[src/core/adcic_pkg.sv]
// Behaviour
// - writing convert_go one starts or restarts conversion
// - result is thirteen-bit two's complement
// - single-shot result once after 5129 cycles
// - continuous: first 5129, then every 256
// - temperature sensor doubles every interval
// - channel meaning depends on buffer mode
// - single-ended codes 0-7 select pins 0-7
// - code 1100 grounds pins 1,2; 1110 temperature
// - differential codes 0-7 select fixed pin pairs
// - differential code 1111 is offset calibration
// - reserved codes open all input switches
// - reference level: external, 1.0V, 2.0V, reserved
// - reset reference level defaults to 2.0V
// - reference independent of comparator reference
// - buffer mode decode, reserved codes listed
// - buffer register resets to 0x80
package adcic_pkg;

    // ------------------------------------------------------------
    // register map
    // ------------------------------------------------------------
    localparam logic [11:0] ADCIC_CHAN_CTRL_ADDR = 12'hF70;
    localparam logic [11:0] ADCIC_BUF_CTRL_ADDR  = 12'hF71;
    localparam logic [11:0] ADCIC_DATA_HI_ADDR   = 12'hF72;
    localparam logic [11:0] ADCIC_DATA_LO_ADDR   = 12'hF73;

    localparam logic [7:0] ADCIC_CHAN_CTRL_RST = 8'h00;
    localparam logic [7:0] ADCIC_BUF_CTRL_RST  = 8'h80;

    localparam int ADCIC_GO_BIT     = 7;
    localparam int ADCIC_REFLO_BIT  = 6;
    localparam int ADCIC_REF_DRIVE_OUT_BIT = 5;
    localparam int ADCIC_REPEAT_CONVERSION_BIT   = 4;
    localparam int ADCIC_REFHI_BIT  = 7;

    // ------------------------------------------------------------
    // timing, channel codes and result width
    // ------------------------------------------------------------
    localparam int          ADCIC_FIRST_CYCLES  = 5129;
    localparam int          ADCIC_REPEAT_CYCLES = 256;
    localparam int          ADCIC_CNT_W         = 14;
    localparam logic [3:0]  ADCIC_CH_TEMP       = 4'hE;
    localparam logic [3:0]  ADCIC_CH_GND        = 4'hC;
    localparam logic [3:0]  ADCIC_CH_CAL        = 4'hF;
    localparam int          ADCIC_RES_W         = 13;

    typedef enum logic [1:0] {
        ADCIC_REF_EXT,
        ADCIC_REF_1V0,
        ADCIC_REF_2V0,
        ADCIC_REF_RSVD
    } adcic_ref_t;

    // analog switch and mode controls toward the converter core
    typedef struct packed {
        logic [7:0] pos_sw;
        logic [7:0] neg_sw;
        logic       gnd_amp_in;
        logic       temp_sel;
        logic       offset_cal;
        logic       buffered;
        logic       differential;
        adcic_ref_t ref_level;
        logic       ref_drive;
    } adcic_analog_t;

endpackage : adcic_pkg

[src/core/adcic_top.sv]
`timescale 1ns/1ps
`default_nettype none
module adcic_top
    import adcic_pkg::*;
(
    input  wire logic                 clock_i,
    input  wire logic                 nrst_i,
    input  wire logic [11:0]          addr_i,
    input  wire logic [7:0]           wdata_i,
    input  wire logic                 wr_i,
    input  wire logic                 rd_i,
    output logic      [7:0]           rdata_o,
    input  wire logic [ADCIC_RES_W-1:0] conv_result_i,
    output logic                      conv_sample_o,
    output var adcic_analog_t         analog_o
);
    // ------------------------------------------------------------
    // registers
    // ------------------------------------------------------------
    logic [7:0]             chan_ctrl;
    logic [7:0]             buf_ctrl;
    logic [ADCIC_RES_W-1:0] result;
    logic [3:0]             chan_q;
    logic [2:0]             mode_q;
    logic                   sample;
    logic                   done;
    logic                   busy;
    logic                   start;
    logic [7:0]             pos_sw;
    logic [7:0]             neg_sw;
    logic                   gnd_amp;
    logic                   temp_sel;
    logic                   cal;

    assign start = wr_i && (addr_i == ADCIC_CHAN_CTRL_ADDR) && wdata_i[ADCIC_GO_BIT];

    always_ff @(posedge clock_i or negedge nrst_i) begin
        if (!nrst_i) begin
            chan_ctrl <= ADCIC_CHAN_CTRL_RST;
        end else begin
            if (wr_i && addr_i == ADCIC_CHAN_CTRL_ADDR) begin
                chan_ctrl[6:0] <= wdata_i[6:0];
            end
            if (start) begin
                chan_ctrl[ADCIC_GO_BIT] <= 1'b1;
            end else if (done) begin
                chan_ctrl[ADCIC_GO_BIT] <= 1'b0;
            end
        end
    end

    always_ff @(posedge clock_i or negedge nrst_i) begin
        if (!nrst_i) begin
            buf_ctrl <= ADCIC_BUF_CTRL_RST;
        end else if (wr_i && addr_i == ADCIC_BUF_CTRL_ADDR) begin
            buf_ctrl <= wdata_i;
        end
    end

    always_ff @(posedge clock_i or negedge nrst_i) begin
        if (!nrst_i) begin
            chan_q <= 4'h0;
            mode_q <= 3'h0;
        end else if (start) begin
            // the start write carries the channel, so switches and interval agree
            chan_q <= wdata_i[3:0];
            mode_q <= buf_ctrl[2:0];
        end
    end

    adcic_seq u_seq (
        .clock_i  (clock_i),
        .nrst_i   (nrst_i),
        .start_i  (start),
        .repeat_conversion_i   (wdata_i[ADCIC_REPEAT_CONVERSION_BIT]),
        .temp_i   (wdata_i[3:0] == ADCIC_CH_TEMP && buf_ctrl[2:1] == 2'b00),
        .sample_o (sample),
        .done_o   (done),
        .busy_o   (busy)
    );

    adcic_route u_route (
        .chan_i    (chan_q),
        .bufmode_i (mode_q),
        .pos_sw_o  (pos_sw),
        .neg_sw_o  (neg_sw),
        .gnd_amp_o (gnd_amp),
        .temp_o    (temp_sel),
        .cal_o     (cal)
    );

    always_ff @(posedge clock_i or negedge nrst_i) begin
        if (!nrst_i) begin
            result <= '0;
        end else if (sample) begin
            result <= conv_result_i;
        end
    end

    assign conv_sample_o = sample;

    // ------------------------------------------------------------
    // analog outputs
    // ------------------------------------------------------------
    always_ff @(posedge clock_i or negedge nrst_i) begin
        if (!nrst_i) begin
            analog_o <= '{pos_sw: 8'h00, neg_sw: 8'h00, gnd_amp_in: 1'b0,
                          temp_sel: 1'b0, offset_cal: 1'b0, buffered: 1'b0,
                          differential: 1'b0, ref_level: ADCIC_REF_2V0,
                          ref_drive: 1'b0};
        end else begin
            analog_o.pos_sw       <= busy ? pos_sw : 8'h00;
            analog_o.neg_sw       <= busy ? neg_sw : 8'h00;
            analog_o.gnd_amp_in   <= busy && gnd_amp;
            analog_o.temp_sel     <= busy && temp_sel;
            analog_o.offset_cal   <= busy && cal;
            analog_o.buffered     <= mode_q[0];
            analog_o.differential <= mode_q[2];
            analog_o.ref_level    <= adcic_ref_t'({buf_ctrl[ADCIC_REFHI_BIT],
                                                   chan_ctrl[ADCIC_REFLO_BIT]});
            analog_o.ref_drive    <= chan_ctrl[ADCIC_REF_DRIVE_OUT_BIT];
        end
    end

    // ------------------------------------------------------------
    // read port
    // ------------------------------------------------------------
    always_ff @(posedge clock_i or negedge nrst_i) begin
        if (!nrst_i) begin
            rdata_o <= 8'h00;
        end else if (rd_i) begin
            unique case (addr_i)
                ADCIC_CHAN_CTRL_ADDR: rdata_o <= chan_ctrl;
                ADCIC_BUF_CTRL_ADDR:  rdata_o <= buf_ctrl;
                ADCIC_DATA_HI_ADDR:   rdata_o <= result[12:5];
                ADCIC_DATA_LO_ADDR:   rdata_o <= {result[4:0], 3'b000};
                default:              rdata_o <= 8'h00;
            endcase
        end else begin
            rdata_o <= 8'h00;
        end
    end
endmodule : adcic_top
`default_nettype wire

[src/core/adcic_route.sv]
`timescale 1ns/1ps
`default_nettype none
module adcic_route
    import adcic_pkg::*;
(
    input  wire logic [3:0] chan_i,
    input  wire logic [2:0] bufmode_i,
    output logic      [7:0] pos_sw_o,
    output logic      [7:0] neg_sw_o,
    output logic            gnd_amp_o,
    output logic            temp_o,
    output logic            cal_o
);
    logic legal_mode;
    logic diff;

    assign legal_mode = (bufmode_i[1] == 1'b0);
    assign diff       = bufmode_i[2];

    always_comb begin
        pos_sw_o  = 8'h00;
        neg_sw_o  = 8'h00;
        gnd_amp_o = 1'b0;
        temp_o    = 1'b0;
        cal_o     = 1'b0;
        if (legal_mode) begin
            if (!diff) begin
                if (chan_i[3] == 1'b0) begin
                    pos_sw_o[chan_i[2:0]] = 1'b1;
                end
                if (chan_i == ADCIC_CH_GND) begin
                    gnd_amp_o = 1'b1;
                end
                if (chan_i == ADCIC_CH_TEMP) begin
                    temp_o = 1'b1;
                end
            end else begin
                unique case (chan_i)
                    4'h0: begin
                        pos_sw_o[0] = 1'b1;
                        neg_sw_o[1] = 1'b1;
                    end
                    4'h1: begin
                        pos_sw_o[2] = 1'b1;
                        neg_sw_o[3] = 1'b1;
                    end
                    4'h2: begin
                        pos_sw_o[4] = 1'b1;
                        neg_sw_o[5] = 1'b1;
                    end
                    4'h3: begin
                        pos_sw_o[1] = 1'b1;
                        neg_sw_o[0] = 1'b1;
                    end
                    4'h4: begin
                        pos_sw_o[3] = 1'b1;
                        neg_sw_o[2] = 1'b1;
                    end
                    4'h5: begin
                        pos_sw_o[5] = 1'b1;
                        neg_sw_o[4] = 1'b1;
                    end
                    4'h6: begin
                        pos_sw_o[6] = 1'b1;
                        neg_sw_o[5] = 1'b1;
                    end
                    4'h7: begin
                        pos_sw_o[0] = 1'b1;
                        neg_sw_o[2] = 1'b1;
                    end
                    4'hF: cal_o = 1'b1;
                    default: ;
                endcase
            end
        end
    end
endmodule : adcic_route
`default_nettype wire

[src/core/adcic_seq.sv]
`timescale 1ns/1ps
`default_nettype none
module adcic_seq
    import adcic_pkg::*;
(
    input  wire logic clock_i,
    input  wire logic nrst_i,
    input  wire logic start_i,
    input  wire logic repeat_conversion_i,
    input  wire logic temp_i,
    output logic      sample_o,
    output logic      done_o,
    output logic      busy_o
);
    localparam logic [ADCIC_CNT_W-1:0] FIRST  = ADCIC_CNT_W'(ADCIC_FIRST_CYCLES);
    localparam logic [ADCIC_CNT_W-1:0] REPEAT = ADCIC_CNT_W'(ADCIC_REPEAT_CYCLES);

    typedef enum logic [1:0] {S_IDLE, S_FIRST, S_REPEAT} adcic_state_t;
    adcic_state_t state;
    logic [ADCIC_CNT_W:0] cnt;
    logic                 temp_q;
    logic                 repeat_conversion_q;
    logic [ADCIC_CNT_W:0] limit;

    always_comb begin
        limit = (state == S_REPEAT) ? {1'b0, REPEAT} : {1'b0, FIRST};
        if (temp_q) begin
            limit = {limit[ADCIC_CNT_W-1:0], 1'b0};
        end
    end

    assign busy_o   = (state != S_IDLE);
    assign sample_o = busy_o && (cnt == limit);

    always_ff @(posedge clock_i or negedge nrst_i) begin
        if (!nrst_i) begin
            state  <= S_IDLE;
            cnt    <= '0;
            temp_q <= 1'b0;
            repeat_conversion_q <= 1'b0;
            done_o <= 1'b0;
        end else begin
            done_o <= 1'b0;
            if (start_i) begin
                state  <= S_FIRST;
                cnt    <= (ADCIC_CNT_W+1)'(1);
                temp_q <= temp_i;
                repeat_conversion_q <= repeat_conversion_i;
            end else begin
                unique case (state)
                    S_IDLE: ;
                    S_FIRST, S_REPEAT: begin
                        if (cnt == limit) begin
                            cnt <= (ADCIC_CNT_W+1)'(1);
                            if (state == S_FIRST) begin
                                done_o <= 1'b1;
                            end
                            state <= repeat_conversion_q ? S_REPEAT : S_IDLE;
                        end else begin
                            cnt <= cnt + (ADCIC_CNT_W+1)'(1);
                        end
                    end
                endcase
            end
        end
    end
endmodule : adcic_seq
`default_nettype wire

[config.mk]
export PLATFORM = sky130hd
export DESIGN_NAME = adcic_top
export DESIGN_NICKNAME = d
export VERILOG_FILES = /design/src/core/adcic_pkg.sv /design/src/core/adcic_top.sv /design/src/core/adcic_route.sv /design/src/core/adcic_seq.sv
export SDC_FILE = /design/constraint.sdc
export NUM_CORES = 1
export LEC_CHECK = 0
export BUFFER_PORTS_ARGS = -buffer_cell sky130_fd_sc_hd__buf_2
export CAP_MARGIN = 20
export CORE_MARGIN = 2
export CORE_UTILIZATION = 45
export CTS_BUF_LIST = sky130_fd_sc_hd__clkbuf_2
export DETAILED_ROUTE_END_ITERATION = 8
export PLACE_DENSITY = 0.66
export SKIP_CTS_REPAIR_TIMING = 1
export SYNTH_ARGS = -nofsm -noshare
export SYNTH_HDL_FRONTEND = slang
export SYNTH_HIERARCHICAL = 1
export SYNTH_SLANG_ARGS = --single-unit
[constraint.sdc]
create_clock -name clock_i -period 7.2 [get_ports clock_i]
set_input_delay 0 -clock clock_i [delete_from_list [all_inputs] [get_ports clock_i]]
set_output_delay 0 -clock clock_i [all_outputs]
set_load 0.005 [all_outputs]
## Yosys cells after proc, flatten, opt, wreduce, memory -nomap -nowiden

Index checks and enable logic that the tools add are counted.

| operators by class | value |
|---|---|
| reduce and logical (&&, ||, !) cells | 20 |
| eq/ne operators | 18 |
| mux-type cells | 46 |
| order comparisons | 2 |
| add/sub/neg operators | 1 |

Operators by type and width:

| operator | count |
|---|---|
| $mux 15 | 4 |
| $eq 12x12->1 const B | 4 |
| $mux 8 | 4 |
| $pmux 8 s4 | 1 |
| $mux 1 | 27 |
| $mux 6 | 3 |
| $eq 4x3->1 const B | 4 |
| $eq 4x4->1 const B | 4 |
| $add 15x1->15 const B | 1 |
| $eq 15x15->1 | 1 |
| $mux 13 | 1 |
| $logic_and 1x1->1 | 9 |
| $eq 4x2->1 const B | 2 |
| $mux 2 | 4 |
| $reduce_bool 2->1 | 4 |
| $reduce_or 2->1 | 4 |
| $mux 7 | 1 |
| $eq 4x1->1 const B | 1 |
| $logic_not 4->1 | 1 |
| $lt 3x4->1 const B | 1 |
| $demux 1 s3 | 1 |
| $ge 3x1->1 const B | 1 |
| $eq 2x1->1 const B | 1 |
| $eq 2x2->1 const B | 1 |
| 2 further kinds | 2 |

| word-level totals | value |
|---|---|
| register bits | 86 |
| output and inout port bits | 33 |
| word-level logic and storage cells | 108 |
| bits of input ports | 37 |

## Logic depth before layout (Yosys ltp)

| logic depth | value |
|---|---|
| word-level depth | 8 |
| mapped depth | 9 |
| mapped depth without buffers | 8 |

## By module

The synthesis kept the hierarchy.

Modules (own cells, without submodules):

| module | cells an instance | seq. area each (um2) | area an instance (um2) | instances |
|---|---|---|---|---|
| adcic_top | 164 | 1,704.1 | 2,611.3 | 1 |
| adcic_seq | 126 | 500.5 | 1,177.4 | 1 |
| adcic_route | 44 | 0.0 | 312.8 | 1 |

## Least setup slack after synthesis

No wires, ideal clock.

| timing | value |
|---|---|
| kind | register to register |
| start point | reg u_seq.state[0] |
| end point | reg result[10] |
| required time | 7.075 ns |
| path buffers | 1 |
| period minus slack after synthesis | 2.617 ns |
| setup time | 0.125 ns |
| path slack | 4.583 ns |
| arrival | 2.492 ns |
| cell stages (with the launch flop) | 9 |
| cells stage by stage | dfrtp_1 > inv_1 > ha_1 > nor2b_1 > mux2i_1 > o211ai_2 > nor3_1 > buf_1 > mux2_2 |

| between the ends | value |
|---|---|
| word-level cells in the longest chain between the ends | 5 |
| elaborated cells on any way between the ends | 6 |
| those cells by class | 2 x eq/ne; 2 x mux; 2 x reduce/logical |

Ends and longest elaborated chain:

| item | RTL line | RTL |
|---|---|---|
| start, declared | adcic_seq.sv:19 | `adcic_state_t state;` |
| start signal, assigned | adcic_seq.sv:58 | `state <= repeat_conversion_q ? S_REPEAT : S_IDLE;` |
| $eq 2x2->1 | adcic_seq.sv:26 | `limit = (state == S_REPEAT) ? {1'b0, REPEAT} : {1'b0, FIRST};` |
| $mux 13 | adcic_seq.sv:26 |  |
| $mux 15 | adcic_seq.sv:27 | `if (temp_q) begin` |
| $eq 15x15->1 | adcic_seq.sv:33 | `assign sample_o = busy_o && (cnt == limit);` |
| $logic_and 1x1->1 * | adcic_seq.sv:33 |  |
| net conv_sample_o | adcic_top.sv:14 | `output logic conv_sample_o,` |
| end signal, assigned | adcic_top.sv:96 | `result <= conv_result_i;` |
| end, declared | adcic_top.sv:22 | `logic [ADCIC_RES_W-1:0] result;` |

The timed path passes the listed nets; every way through them passes the cells marked *.
A chain may end at the register's enable or synchronous reset.

## Worst setup path in the final report

| timing | value |
|---|---|
| start point | reg u_seq.state[0] |
| end point | out conv_sample_o |

| between the ends | value |
|---|---|
| word-level cells in the longest chain between the ends | 5 |
| elaborated cells on any way between the ends | 6 |
| those cells by class | 2 x eq/ne; 2 x mux; 2 x reduce/logical |

Ends and longest elaborated chain:

| item | RTL line |
|---|---|
| $eq 2x2->1 | adcic_seq.sv:26 |
| $mux 13 | adcic_seq.sv:26 |
| $mux 15 | adcic_seq.sv:27 |
| $eq 15x15->1 | adcic_seq.sv:33 |
| $logic_and 1x1->1 * | adcic_seq.sv:33 |
| end, declared | adcic_top.sv:14 |

Every way passes the cells marked *; elsewhere a longest branch is shown, timed or not.

==> impl_metrics.ini <==
[status]
status = completed

[sta]
whs_ns = 0.0751
setup_violations = 0
final.setup_skew_ns = 0.0249
max-slew-margin-rel_pct = 41.8
max_freq_mhz = 341
fin_setup_tns_ns = 0
worst_pin_slew_ns = 0.869
post-route-period-util_pct = 40.7
rsz0062_at_grt = false
finalHoldViolations = 0
slew_viol_final = 0
period_needed_ns = 2.93

[synthesis]
synth_fa_ha_area_share_pct = 1.53
synthXorXnorAreaFrac_pct = 2.56
synth_top_cell_by_area = dfrtp_1
synthMuxAreaShare_pct = 14.1
yosysSeqAreaShare_pct = 53.8
ys_ff_latch = 88
synthesis.area_um2 = 4100
netlist.area_leader.share_pct = 52.5
yosys_most_used_dff = dfrtp_1
synth_compound_area_share_pct = 4.76
synth_most_common_cell = dfrtp_1
synth_area_leaders = dfrtp_1 52%, mux2_2 9.9%, and2_1 3.1%
synth_edf_count = 0
synth.avg_cell_area_um2 = 12.3
synthArstFlopShare_pct = 100
synth_cell_types = 59
synthCells = 334
synth-simple-area-share_pct = 20.3
synth_top_family_by_area = simple AND/OR/NAND/NOR gates
synth_warnings = 6
synth_common_cells = 86 x dfrtp_1, 36 x mux2_2, 29 x nor2_1, 20 x and2_1, 16 x nand2_1

[detailed_routing]
wl_per_cell_um = 14.7
firstDrtPassIters = 4
drt_first_iter_violations = 94
dr_wl_met2_mm = 3.97
num_vias = 2879
totalWireLength_mm = 8.09
met1_length_mm = 3.74
route.met3.wl_um = 261
postRouteAntennaNets = 0
via_per_inst = 5.23
drc = 0
highest_layer = met4

[critical_path]
path_class = flop to output pin
cp_slowest_cell = nor3_2
cp.required_ns = 7.20
cpPeakStageDelay_ns = 0.56
crit_fanout = 8
crit_chain = inv_1 > ha_1 > nor2b_1 > mux2i_1 > o211ai_2 > nor3_2 > buf_6 > buf_2
worst_ep_arrival_time_ns = 2.93
end_kind = output pin
crit_buf_inv = 3
critPathTopFamily = simple AND/OR/NAND/NOR gates
cp-start-kind = flop

[finish]
syn_to_final_growth_pct = 22.1
design_area_um2 = 5010
final_layout_size_suffix_gt1_share_pct = 32.5
nNetsFinal = 480
diodes = 0

[die]
start_util_pct = 46.8
die_w_um = 99.5
fp.coreArea_um2 = 8760
die_h_um = 99.5
pin_count = 70
dieArea_um2 = 9890
rows = 34

[grt]
grt_pass1_vias = 2672
grt_max_degree = 89
grt_pass1_wl_mm = 12.8
antenna_found_initial = 0
overflow = 0
grt_util_all_layers_pct = 16.3

[clock_tree]
cts_tree = yes
cts.sinks = 88
clk_pin_slew_ns = 0.23
htreeDepth = 3
clk_latency_ns = 0.55
cts_buffers = 9
clock_path_buffers = 2
cts_root_buf = clkbuf_2

[power_and_ir_drop]
leakagePower_nw = 2.48
irDropWorstVdd_uv = 103
p_per_area_nw_per_um2 = 181

[worst_hold_path]
hold_path.class = input pin to flop

[placement]
gp_congestion = 0.828
port_buffers = 69
dp_hpwl_mm = 5.36
place_area_um2 = 4500

[run]
drv_cap = 0
==> final timing paths <==
check / start / to / slack (ns) / cells after the start
min in group asynchronous: nrst_i / analog_o[11] / 0.50 / 4
min: addr_i[8] / buf_ctrl[4] / 0.08 / 4
max: u_seq/state[0] / conv_sample_o / 4.27 / 8
min reg2reg: buf_ctrl[7] / analog_o[2] / 0.40 / 0
max reg2reg: u_seq/state[0] / result[6] / 4.51 / 8
max in group asynchronous: nrst_i / u_seq/cnt[6] / 5.48 / 4
==> per-layer routing <==
layer	up-vias	global-route usage [%]
met4	0	5.69
li1	1392	-
met2	51	25.5
met5	-	0
met1	1424	22.4
met3	12	3.79
==> per-stage QoR <==
step | setup WS [ns] | utilization (%) | cells | power [mW]
3_3_place_gp | 4.44 | 51.4 | 499 | 0.632
5_1_grt | 4.03 | 57.1 | 551 | 0.951
4_1_cts | 3.93 | 52.8 | 515 | 0.901
6_report | 4.27 | 57.1 | 551 | 0.907
3_5_place_dp | 4.33 | 51.4 | 499 | 0.634
2_1_floorplan | 4.58 | - | 335 | 0.599
==> worst reg2reg max path, delay by kind of cell, from the launching register on <==
kind,cells,cell delay [ns]
buf+inv,2,0.32
mux,2,0.62
simple gates,2,0.81
fa+ha+maj,1,0.25
compound gates,1,0.20
flops,1,0.41
==> cells in the final DEF, fill, tap and decap left out, types with 3 or more instances in the layout <==
cell	n
dfrtp_1	86
buf_2	68
mux2_2	36
dlygate4sd3_1	34
nor2_1	29
and2_1	20
nand2_1	16
clkbuf_2	9
nor3_1	8
inv_1	8
nor2b_1	7
nand4_1	6
mux2i_1	6
xnor2_1	6
nand3_1	6
xor2_1	6
mux4_2	5
ha_1	5
or3b_1	4
nand3b_1	4
o21ai_1	4
a2bb2oi_1	3
nand4b_1	3
inv_6	3
nand2b_1	3
nand4bb_1	3
or3_1	3
a21oi_1	3
==> state kept, by name (all words and copies together) (netlist names) <==
signal and cells:
analog_o 24, buf_ctrl 8, u_seq/repeat_conversion_q 1, u_seq/done_o 1, result 13, u_seq/cnt 15, u_seq/temp_q 1, u_seq/state 2
mode_q 3, chan_q 4, rdata_o 8, chan_ctrl 8
==> report_power, final <==
part / switching, mW / internal [mW]
clock: 0.180 / 0.0858
combinational: 0.0512 / 0.0514
sequential: 0.0256 / 0.513
total: 0.257 / 0.650
==> logic make-up after synthesis <==
| kind of cell | after synthesis |
|---|---|
| simple gates | 135 |
| fa+ha+maj | 5 |
| xor+xnor | 12 |
| flops | 88 |
| other cells | 1 |
| mux | 47 |
| compound gates | 25 |
| buf+inv | 21 |
==> layout make-up <==
type                    instances  area [um2]
well taps                     108         135
multi-input cells             226        1790
flip-flops and latches         88        2200
clock inverters                 7        77.6
fillers                       750        3760
repair buffers                105         727
clock buffers                   9        45.0
inverters                       8        30.0
Note: power is estimated with default switching activity, not from simulation.
